### config.mk
export PLATFORM = sky130hd
export DESIGN_NAME = cecrx_nfilt
export DESIGN_NICKNAME = d
export VERILOG_FILES = /design/src/cecrx_nfilt.sv
export SDC_FILE = /design/constraint.sdc
export NUM_CORES = 1
export LEC_CHECK = 0
export BUFFER_PORTS_ARGS = -buffer_cell sky130_fd_sc_hd__buf_2
export CORE_MARGIN = 2
export CORE_UTILIZATION = 30
export DETAILED_ROUTE_END_ITERATION = 8
export GPL_TIMING_DRIVEN = 1
export PLACE_DENSITY_LB_ADDON = 0.12
export SKIP_CTS_REPAIR_TIMING = 1
export SKIP_LAST_GASP = 1
export SLEW_MARGIN = 30
export SYNTH_ARGS = -nofsm -noshare
export SYNTH_HDL_FRONTEND = slang
export SYNTH_SLANG_ARGS = --single-unit
### constraint.sdc
create_clock -name clk_i -period 1.9 [get_ports clk_i]
set_input_delay 0.38 -clock clk_i [delete_from_list [all_inputs] [get_ports clk_i]]
set_output_delay 0.38 -clock clk_i [all_outputs]
set_load 0.02 [all_outputs]
### src/cecrx_nfilt.sv
// Sampling-clock edge detect and line noise filter
`timescale 1ns/100ps
module cecrx_nfilt (
  input  wire logic       clk_i,
  input  wire logic       rst_i,
  input  wire logic       fs_i,
  input  wire logic       line_i,
  input  wire logic [2:0] lnc_i,
  input  wire logic [1:0] hnc_i,
  output logic            smp_o,
  output logic            level_o,
  output logic            fall_o,
  output logic            rise_o
);
  typedef struct packed {
    logic       fs_q;
    logic       lvl;
    logic [2:0] cnt;
    logic       smp;
    logic       fall;
    logic       rise;
  } cecrx_filt_s;
  cecrx_filt_s q;
  cecrx_filt_s d;
  logic [2:0]  need;
  always_comb begin
    d = q;
    d.smp = 1'b0;
    d.fall = 1'b0;
    d.rise = 1'b0;
    d.fs_q = fs_i;
    // Field value n means n+1 consecutive samples
    need = q.lvl ? lnc_i : {1'b0, hnc_i};
    if (fs_i && !q.fs_q) begin
      d.smp = 1'b1;
      if (line_i != q.lvl) begin
        if (q.cnt == need) begin
          d.lvl = line_i;
          d.cnt = 3'h0;
          d.fall = q.lvl;
          d.rise = ~q.lvl;
        end else begin
          d.cnt = q.cnt + 3'h1;
        end
      end else begin
        d.cnt = 3'h0;
      end
    end
  end
  always_ff @(posedge clk_i) begin
    if (rst_i) begin
      q <= '{lvl: 1'b1, default: '0};
    end else begin
      q <= d;
    end
  end
  assign smp_o = q.smp;
  assign level_o = q.lvl;
  assign fall_o = q.fall;
  assign rise_o = q.rise;
endmodule

==> impl_metrics.json, run 1 <==
{
  "status": "finished, final reports clean",
  "power_density_mw_per_mm2": 733,
  "p_leak_nw": 0.229,
  "gp_congestion": 0.746,
  "rows": 13,
  "max_stage_delay_ps": 540,
  "grt_start_max_net_pins": 10,
  "hold_class": "in2reg",
  "die-area_sq_mm": 0.00161,
  "power_switching_share": 0.234,
  "antenna_found_initial": 0,
  "final_util": 0.388,
  "clkLatencyLatePin_ps": 250,
  "critPathBufInv": 0,
  "fin_setup_tns_ps": 0,
  "layout.nets": 65,
  "synth_compound_area_frac": 0.0256,
  "synth_most_common_cell": "dfxtp_1",
  "diodes": 0,
  "cp.required_ps": 2060,
  "cts.clk_slew.worst_paths_ps": 50,
  "grt_pass1_wl_mm": 1.15,
  "yosysTopAreaCellShare": 0.409,
  "critPathArrivalTime_ps": 1780,
  "ys_top_cells_by_area": "dfxtp_1 (41%), mux2i_1 (10%), xnor2_1 (8.9%), nor4b_4 (6.1%), nor3_1 (3.8%)",
  "start_kind": "register",
  "cts_tree": "done",
  "root_buffer": "clkbuf_4",
  "crit_fanout": 9,
  "ys_seq_elements": 8,
  "yosysWarningCount": 0,
  "path_delay_family": "simple AND/OR/NAND/NOR gates",
  "power_switching_uw": 83.2,
  "power_frac_comb": 0.143,
  "grt.total_usage": 0.113,
  "synthXorXnorAreaFrac": 0.112,
  "coreArea_sq_mm": 0.00125,
  "globalRoute.totalOverflow": 0,
  "synth.avg_cell_area_sq_um": 10.0,
  "setup_viol": 0,
  "dr.pass1.iters": 4,
  "synth_nets": 49,
  "worstSetupEndpointType": "register",
  "cts.sinks": 8,
  "fin_skew_ps": 4.11,
  "clockPowerShare": 0.348,
  "io_pins": 13,
  "cts_buffer_depth": 2,
  "period_minus_slack_ps": 1620,
  "start_util": 0.313,
  "slew_headroom": 0.737,
  "numPortBuffers": 12,
  "cp_slowest_cell": "dfxtp_1",
  "htree_levels": 1,
  "netlist_area_sq_um": 392,
  "yosysSeqAreaShare": 0.409,
  "ir_drop_mv": 0.310,
  "fillers": 124,
  "hold_violations": 0,
  "vias_per_cell": 4.51,
  "rsz0062_at_grt": "false",
  "p_seq_frac": 0.509,
  "yosys-top-cells-count": "dfxtp_1 (8), mux2i_1 (4), xnor2_1 (4)",
  "ant_nets": 0,
  "tightest_slew_ps": 393,
  "async_flop_share": 0,
  "period_share": 0.852,
  "worst-r2r-setup-slack_ps": 280,
  "cp_cell_sequence": "mux2i_1, xnor2_1, nor3_2, nor4b_4",
  "synthToLayoutAreaGrowth_pct": 24.0,
  "synth_fa_ha_area_frac": 0.0319,
  "syn-instance-count": 39,
  "die_h_um": 40.1,
  "die_w_um": 40.1,
  "intPower_uw": 272,
  "report.final.slew_viol_count": 0,
  "synth_top_cell_by_area": "dfxtp_1",
  "path_class": "reg2reg",
  "synth_ff_type": "dfxtp_1",
  "synthMuxAreaShare": 0.102,
  "route.vias.total": 307,
  "drtIter0Drc": 7,
  "drive_gt1_frac": 0.358,
  "synth.distinct_cells": 19,
  "fmax_mhz": 618,
  "synth-simple-area-share": 0.262,
  "drv_cap": 0,
  "cts_buffers": 3,
  "drt-wirelength-per-cell_um": 10.5,
  "routed_wl_um": 717,
  "synth_top_family_by_area": "simple AND/OR/NAND/NOR gates",
  "route.detailed.drc": 0,
  "grt_pass1_vias": 303,
  "synth-edff-count": 0
}
## path summary, 6_finish.rpt
| path | endpoint | depth (start not counted) | startpoint |
|---|---|---|---|
| worst max-delay path | rise_o | 4 | level_o |
| worst min-delay path | q[7] | 2 | fs_i |
| worst max register to register | rise_o | 4 | level_o |
| worst min register to register | q[4] | 2 | q[4] |
## metrics by stage
step | instances | instance area, sq um | hold WS, ps | total power [mW] | worst slack, ps
after detailed placement | 65 | 463 | 566 | 0.236 | 281
after global routing | 68 | 485 | 382 | 0.378 | 163
after floorplan | 39 | 392 | 452 | 0.218 | 366
after CTS | 68 | 485 | 364 | 0.363 | 265
after global placement | 65 | 463 | 566 | 0.234 | 341
final | 68 | 485 | 371 | 0.356 | 282
## power groups by stage
stage	combinational [mW]	clock, mW	sequential (mW)
6_report	0.0509	0.124	0.181
5_1_grt	0.0565	0.140	0.181
4_1_cts	0.0512	0.130	0.181
3_5_place_dp	0.0511	0	0.185
3_3_place_gp	0.0505	0	0.184
2_1_floorplan	0.0332	0	0.184
## cells in the final DEF, fill, tap and decap left out, types with 2 or more instances in the layout
cell / n
dfxtp_1: 8
nor3_1: 3
mux2i_1: 4
buf_2: 12
nor2_1: 2
nor2b_1: 2
clkbuf_4: 3
xnor2_1: 4
inv_1: 2
nand2_1: 3
## cell families (layout without fill, tap and decap cells)
| logic type | after synthesis | after routing |
|---|---|---|
| AO/OA/AOI/OAI | 2 | 2 |
| XOR/XNOR | 5 | 5 |
| adder cells (fa/ha/maj) | 1 | 1 |
| buffers and inverters | 4 | 18 |
| flip-flops | 8 | 8 |
| multiplexers | 4 | 4 |
| AND/OR/NAND/NOR | 15 | 15 |
## flip-flops by register name, summed over array words and instances, names as in the netlist
| name | cells |
|---|---|
| fall_o | 1 |
| level_o | 1 |
| q | 4 |
| rise_o | 1 |
| smp_o | 1 |
## layer usage
metal  GRT usage  share of wire  vias up
met5           0              0        -
met1       0.110           0.44      138
met3      0.0667          0.057        0
met2       0.190           0.50       11
li1            -              -      158
met4      0.0517              0        0
## area by class of cell
type                       count  area [sq um]  share of cell area
clock buffer                   3          22.5              0.0464
inverter                       2          7.51              0.0155
tap                           15          18.8              0.0387
timing repair buffer          13          67.6               0.139
multi-input combinational     27           209               0.430
sequential                     8           160               0.330
Note: power is estimated with default switching activity, not from simulation.
==> run 2, diff against run 1 <==
--- a/config.mk
+++ b/config.mk
@@ -6,10 +6,10 @@
 export NUM_CORES = 1
 export LEC_CHECK = 0
 export BUFFER_PORTS_ARGS = -buffer_cell sky130_fd_sc_hd__buf_2
-export CORE_MARGIN = 2
-export CORE_UTILIZATION = 30
+export CORE_AREA = 2 2 39 41
 export DETAILED_ROUTE_END_ITERATION = 8
-export GPL_TIMING_DRIVEN = 1
+export DIE_AREA = 0 0 41 43
+export GPL_TIMING_DRIVEN = 0
 export PLACE_DENSITY_LB_ADDON = 0.12
 export SKIP_CTS_REPAIR_TIMING = 1
 export SKIP_LAST_GASP = 1
==> run 2 against run 1 <==
Against the previous run: worst hold slack worse by 18 ps; largest power group unchanged; routed wire length down 9.3%; clock skew down 1.1 ps; combinational power up 1%; setup slack better by 97 ps; register-to-register slack better by 97 ps; critical path type unchanged; first-iteration DRC count down 57%; sequential cell count unchanged.
==> impl_metrics.json, run 2 (synthesis gave the netlist of run 1 again) <==
{
  "status": "finished, final reports clean",
  "cp_slowest_cell": "nor3_2",
  "fin_skew_ps": 3.01,
  "clkLatencyLatePin_ps": 250,
  "ant_nets": 0,
  "period_minus_slack_ps": 1520,
  "cts_buffers": 3,
  "coreArea_sq_mm": 0.00138,
  "period_share": 0.800,
  "route.detailed.drc": 0,
  "grt_start_max_net_pins": 9,
  "root_buffer": "clkbuf_4",
  "cts.clk_slew.worst_paths_ps": 60,
  "die_w_um": 41,
  "grt_pass1_wl_mm": 1.01,
  "die_h_um": 43,
  "regMostFlops": "q",
  "globalRoute.totalOverflow": 0,
  "cp.required_ps": 2070,
  "slew_headroom": 0.717,
  "hold_class": "in2reg",
  "fin_setup_tns_ps": 0,
  "vias_per_cell": 4.14,
  "drt-wirelength-per-cell_um": 9.29,
  "critPathBufInv": 1,
  "htree_levels": 1,
  "cts.sinks": 8,
  "dr.pass1.iters": 4,
  "cp_cell_sequence": "buf_6, mux2i_1, xnor2_1, nor3_2, nor4b_4",
  "power_density_mw_per_mm2": 729,
  "dpl.hpwl_um": 498,
  "max_stage_delay_ps": 400,
  "die-area_sq_mm": 0.00176,
  "drv_cap": 0,
  "layout.nets": 66,
  "worstSetupEndpointType": "register",
  "rsz0062_at_grt": "false",
  "start_kind": "register",
  "path_delay_family": "simple AND/OR/NAND/NOR gates",
  "route.vias.total": 290,
  "hold_violations": 0,
  "grt.total_usage": 0.0896,
  "largest_reg_flops": 4,
  "io_pins": 13,
  "mostFrequentLayoutCells": "buf_2 (12), dfxtp_1 (8), mux2i_1 (4), xnor2_1 (4)",
  "cts_buffer_depth": 2,
  "drtIter0Drc": 3,
  "grt_pass1_vias": 237,
  "crit_fanout": 8,
  "cts_tree": "done",
  "rows": 14,
  "power.total_uw": 360,
  "routed_wl_um": 650,
  "setup_viol": 0,
  "final_common_cell": "buf_2",
  "start_util": 0.283,
  "fmax_mhz": 658,
  "ir_drop_mv": 0.263,
  "diodes": 0,
  "critPathArrivalTime_ps": 1690,
  "tightest_slew_ps": 422,
  "report.final.slew_viol_count": 0,
  "numPortBuffers": 12,
  "drive_gt1_frac": 0.352,
  "synthToLayoutAreaGrowth_pct": 26.2,
  "p_leak_nw": 0.231,
  "path_class": "reg2reg",
  "gp_congestion": 0.577,
  "antenna_found_initial": 0
}
==> run 2: changes by cell type in the layout (fill, tap and decap cells not counted), sizes merged <==
| cell | delta |
|---|---|
| clkbuf | +1 |
==> run 2: power by group <==
group	switching (mW)	internal (mW)
logic	0.0257	0.0259
registers	0.00476	0.174
clock network	0.0571	0.0722
total	0.0876	0.272
==> run 2: layout make-up <==
type	instances	area, sq um
Sequential cell	8	160
Fill cell	143	890
Multi-Input combinational cell	27	209
Buffer	2	15.0
Inverter	2	7.51
Tap cell	16	20.0
Timing Repair Buffer	12	60.1
Clock buffer	3	22.5
==> run 2: path summary, 6_finish.rpt <==
check / to / start / slack [ps] / depth (start not counted)
setup / recovery: rise_o / level_o / 380 / 5
setup reg to reg: rise_o / level_o / 380 / 5
hold reg to reg: q[5] / q[5] / 560 / 2
hold / removal: q[7] / fs_i / 350 / 2
==> run 2: routing by layer <==
metal / vias up / GRT usage / routed length (um)
met5: - / 0 / 0
met4: 0 / 0.0400 / 0
met3: 0 / 0.0681 / 65
met2: 12 / 0.109 / 276
met1: 118 / 0.114 / 308
li1: 160 / - / -
==> run 2: through the flow <==
| stage | cells | util | hold slack (ps) | setup slack, ps | instance area [sq um] |
|---|---|---|---|---|---|
| CTS | 70 | 0.357 | 353 | 340 | 494 |
| global placement | 67 | 0.341 | 557 | 163 | 472 |
| detailed placement | 67 | 0.341 | 555 | 169 | 472 |
| global route | 70 | 0.357 | 372 | 156 | 494 |
| finish | 70 | 0.357 | 354 | 379 | 494 |
| floorplan | 39 | - | 452 | 366 | 392 |
==> run 3, diff against run 2 <==
==> constraint.sdc (replaced) <==
create_clock -name clk_i -period 1.5 [get_ports clk_i]
set_input_delay 0.3 -clock clk_i [delete_from_list [all_inputs] [get_ports clk_i]]
set_output_delay 0.3 -clock clk_i [all_outputs]
set_load 0.02 [all_outputs]
==> run 3 against run 2 <==
Against the previous run: register-to-register slack lost 270 ps; critical path depth increased by 1; clock-buffer cell count is the same; first-iteration DRC count fell by 33%; die area unchanged; largest power group unchanged; maximum frequency grew 9.0%; setup slack worse by 270 ps; via count up 7.6%.
==> impl_metrics.json, run 3 (synthesis gave the netlist of run 1 again) <==
{
  "rsz0062_at_grt": "false",
  "power_density_mw_per_mm2": 904,
  "start_kind": "register",
  "period_minus_slack_ps": 1390,
  "fin_skew_ps": 4.78,
  "ir_drop_mv": 0.397,
  "drt-wirelength-per-cell_um": 10.1,
  "hold_slack_ps": 269,
  "layout.nets": 67,
  "setup_viol": 0,
  "r2r_start": "level_o",
  "antenna_found_initial": 0,
  "cts_buffers": 3,
  "worstSetupEndpointType": "register",
  "tightest_slew_ps": 258,
  "ant_nets": 0,
  "dr.pass1.iters": 2,
  "drv_cap": 0,
  "grt.total_usage": 0.0956,
  "final_util": 0.377,
  "numPortBuffers": 12,
  "io_pins": 13,
  "fmax_mhz": 717,
  "gp_congestion": 0.584,
  "cts_buffer_depth": 2,
  "grt_pass1_wl_mm": 1.05,
  "root_buffer": "clkbuf_4",
  "clkLatencyLatePin_ps": 250,
  "drtIter0Drc": 2,
  "largest_reg_flops": 4,
  "cts.sinks": 8,
  "report.final.slew_viol_count": 0,
  "status": "finished, final reports clean",
  "cts.clk_slew.worst_paths_ps": 60,
  "final_common_cell": "buf_2",
  "globalRoute.totalOverflow": 0,
  "vias_per_cell": 4.39,
  "synthToLayoutAreaGrowth_pct": 33.2,
  "grt_pass1_vias": 275,
  "grt_start_max_net_pins": 9,
  "hold_violations": 0,
  "die-area_sq_mm": 0.00176,
  "hold_class": "in2reg",
  "regMostFlops": "q",
  "fin_setup_tns_ps": 0,
  "path_class": "reg2reg",
  "route.vias.total": 312,
  "p_leak_nw": 0.243,
  "cts_tree": "done",
  "mostFrequentLayoutCells": "buf_2 (12), dfxtp_1 (7)",
  "cp.required_ps": 1650,
  "routed_wl_um": 716,
  "start_util": 0.283,
  "crit_fanout": 8,
  "diodes": 0,
  "period_share": 0.930,
  "coreArea_sq_mm": 0.00138,
  "slew_headroom": 0.827,
  "dpl.hpwl_um": 543,
  "drive_gt1_frac": 0.436,
  "rows": 14,
  "die_w_um": 41,
  "htree_levels": 1,
  "hp-start": "fs_i",
  "crit_path_start": "level_o",
  "route.detailed.drc": 0,
  "die_h_um": 43,
  "critPathArrivalTime_ps": 1540
}
## run 3: path summary, 6_finish.rpt
check	to	slack, ps	depth (start not counted)
setup reg to reg	q[4]	110	6
hold reg to reg	rise_o	560	2
setup / recovery	q[4]	110	6
hold / removal	q[7]	270	2
## run 3: final cells by class
class / instances / area, sq um
Fill cell: 148 / 862
Multi-Input combinational cell: 27 / 226
Sequential cell: 8 / 161
Timing Repair Buffer: 13 / 67.6
Clock buffer: 3 / 22.5
Tap cell: 16 / 20.0
Buffer: 2 / 16.3
Inverter: 2 / 7.51
## run 3: metrics by stage
stage / area, sq um / instances / setup WS, ps / total power, mW
detailed placement: 473 / 67 / -134 / 0.299
global route: 522 / 71 / 24.0 / 0.500
finish: 522 / 71 / 105 / 0.471
floorplan: 393 / 39 / 47.0 / 0.276
global placement: 473 / 67 / -163 / 0.298
CTS: 495 / 70 / -36.1 / 0.473
## run 3: worst max-delay path: stages, from the launching register on
cell and delay [ps]:
dfxtp_2 330, buf_6 140, mux2i_2 250, xnor2_2 100, nor3_4 250, buf_4 160
nor3_1 50
## run 3: per-layer routing
metal,share of wire,vias to the layer above,track usage
met4,0,0,0.0400
met5,0,-,0
met2,0.45,13,0.134
met1,0.45,135,0.0971
met3,0.10,0,0.0838
li1,-,164,-
## run 3: report_power, final
group	switching [mW]	total, mW	internal [mW]
Combinational	0.0381	0.0759	0.0378
Clock	0.0763	0.168	0.0918
Sequential	0.00648	0.227	0.221
Total	0.121	0.471	0.351
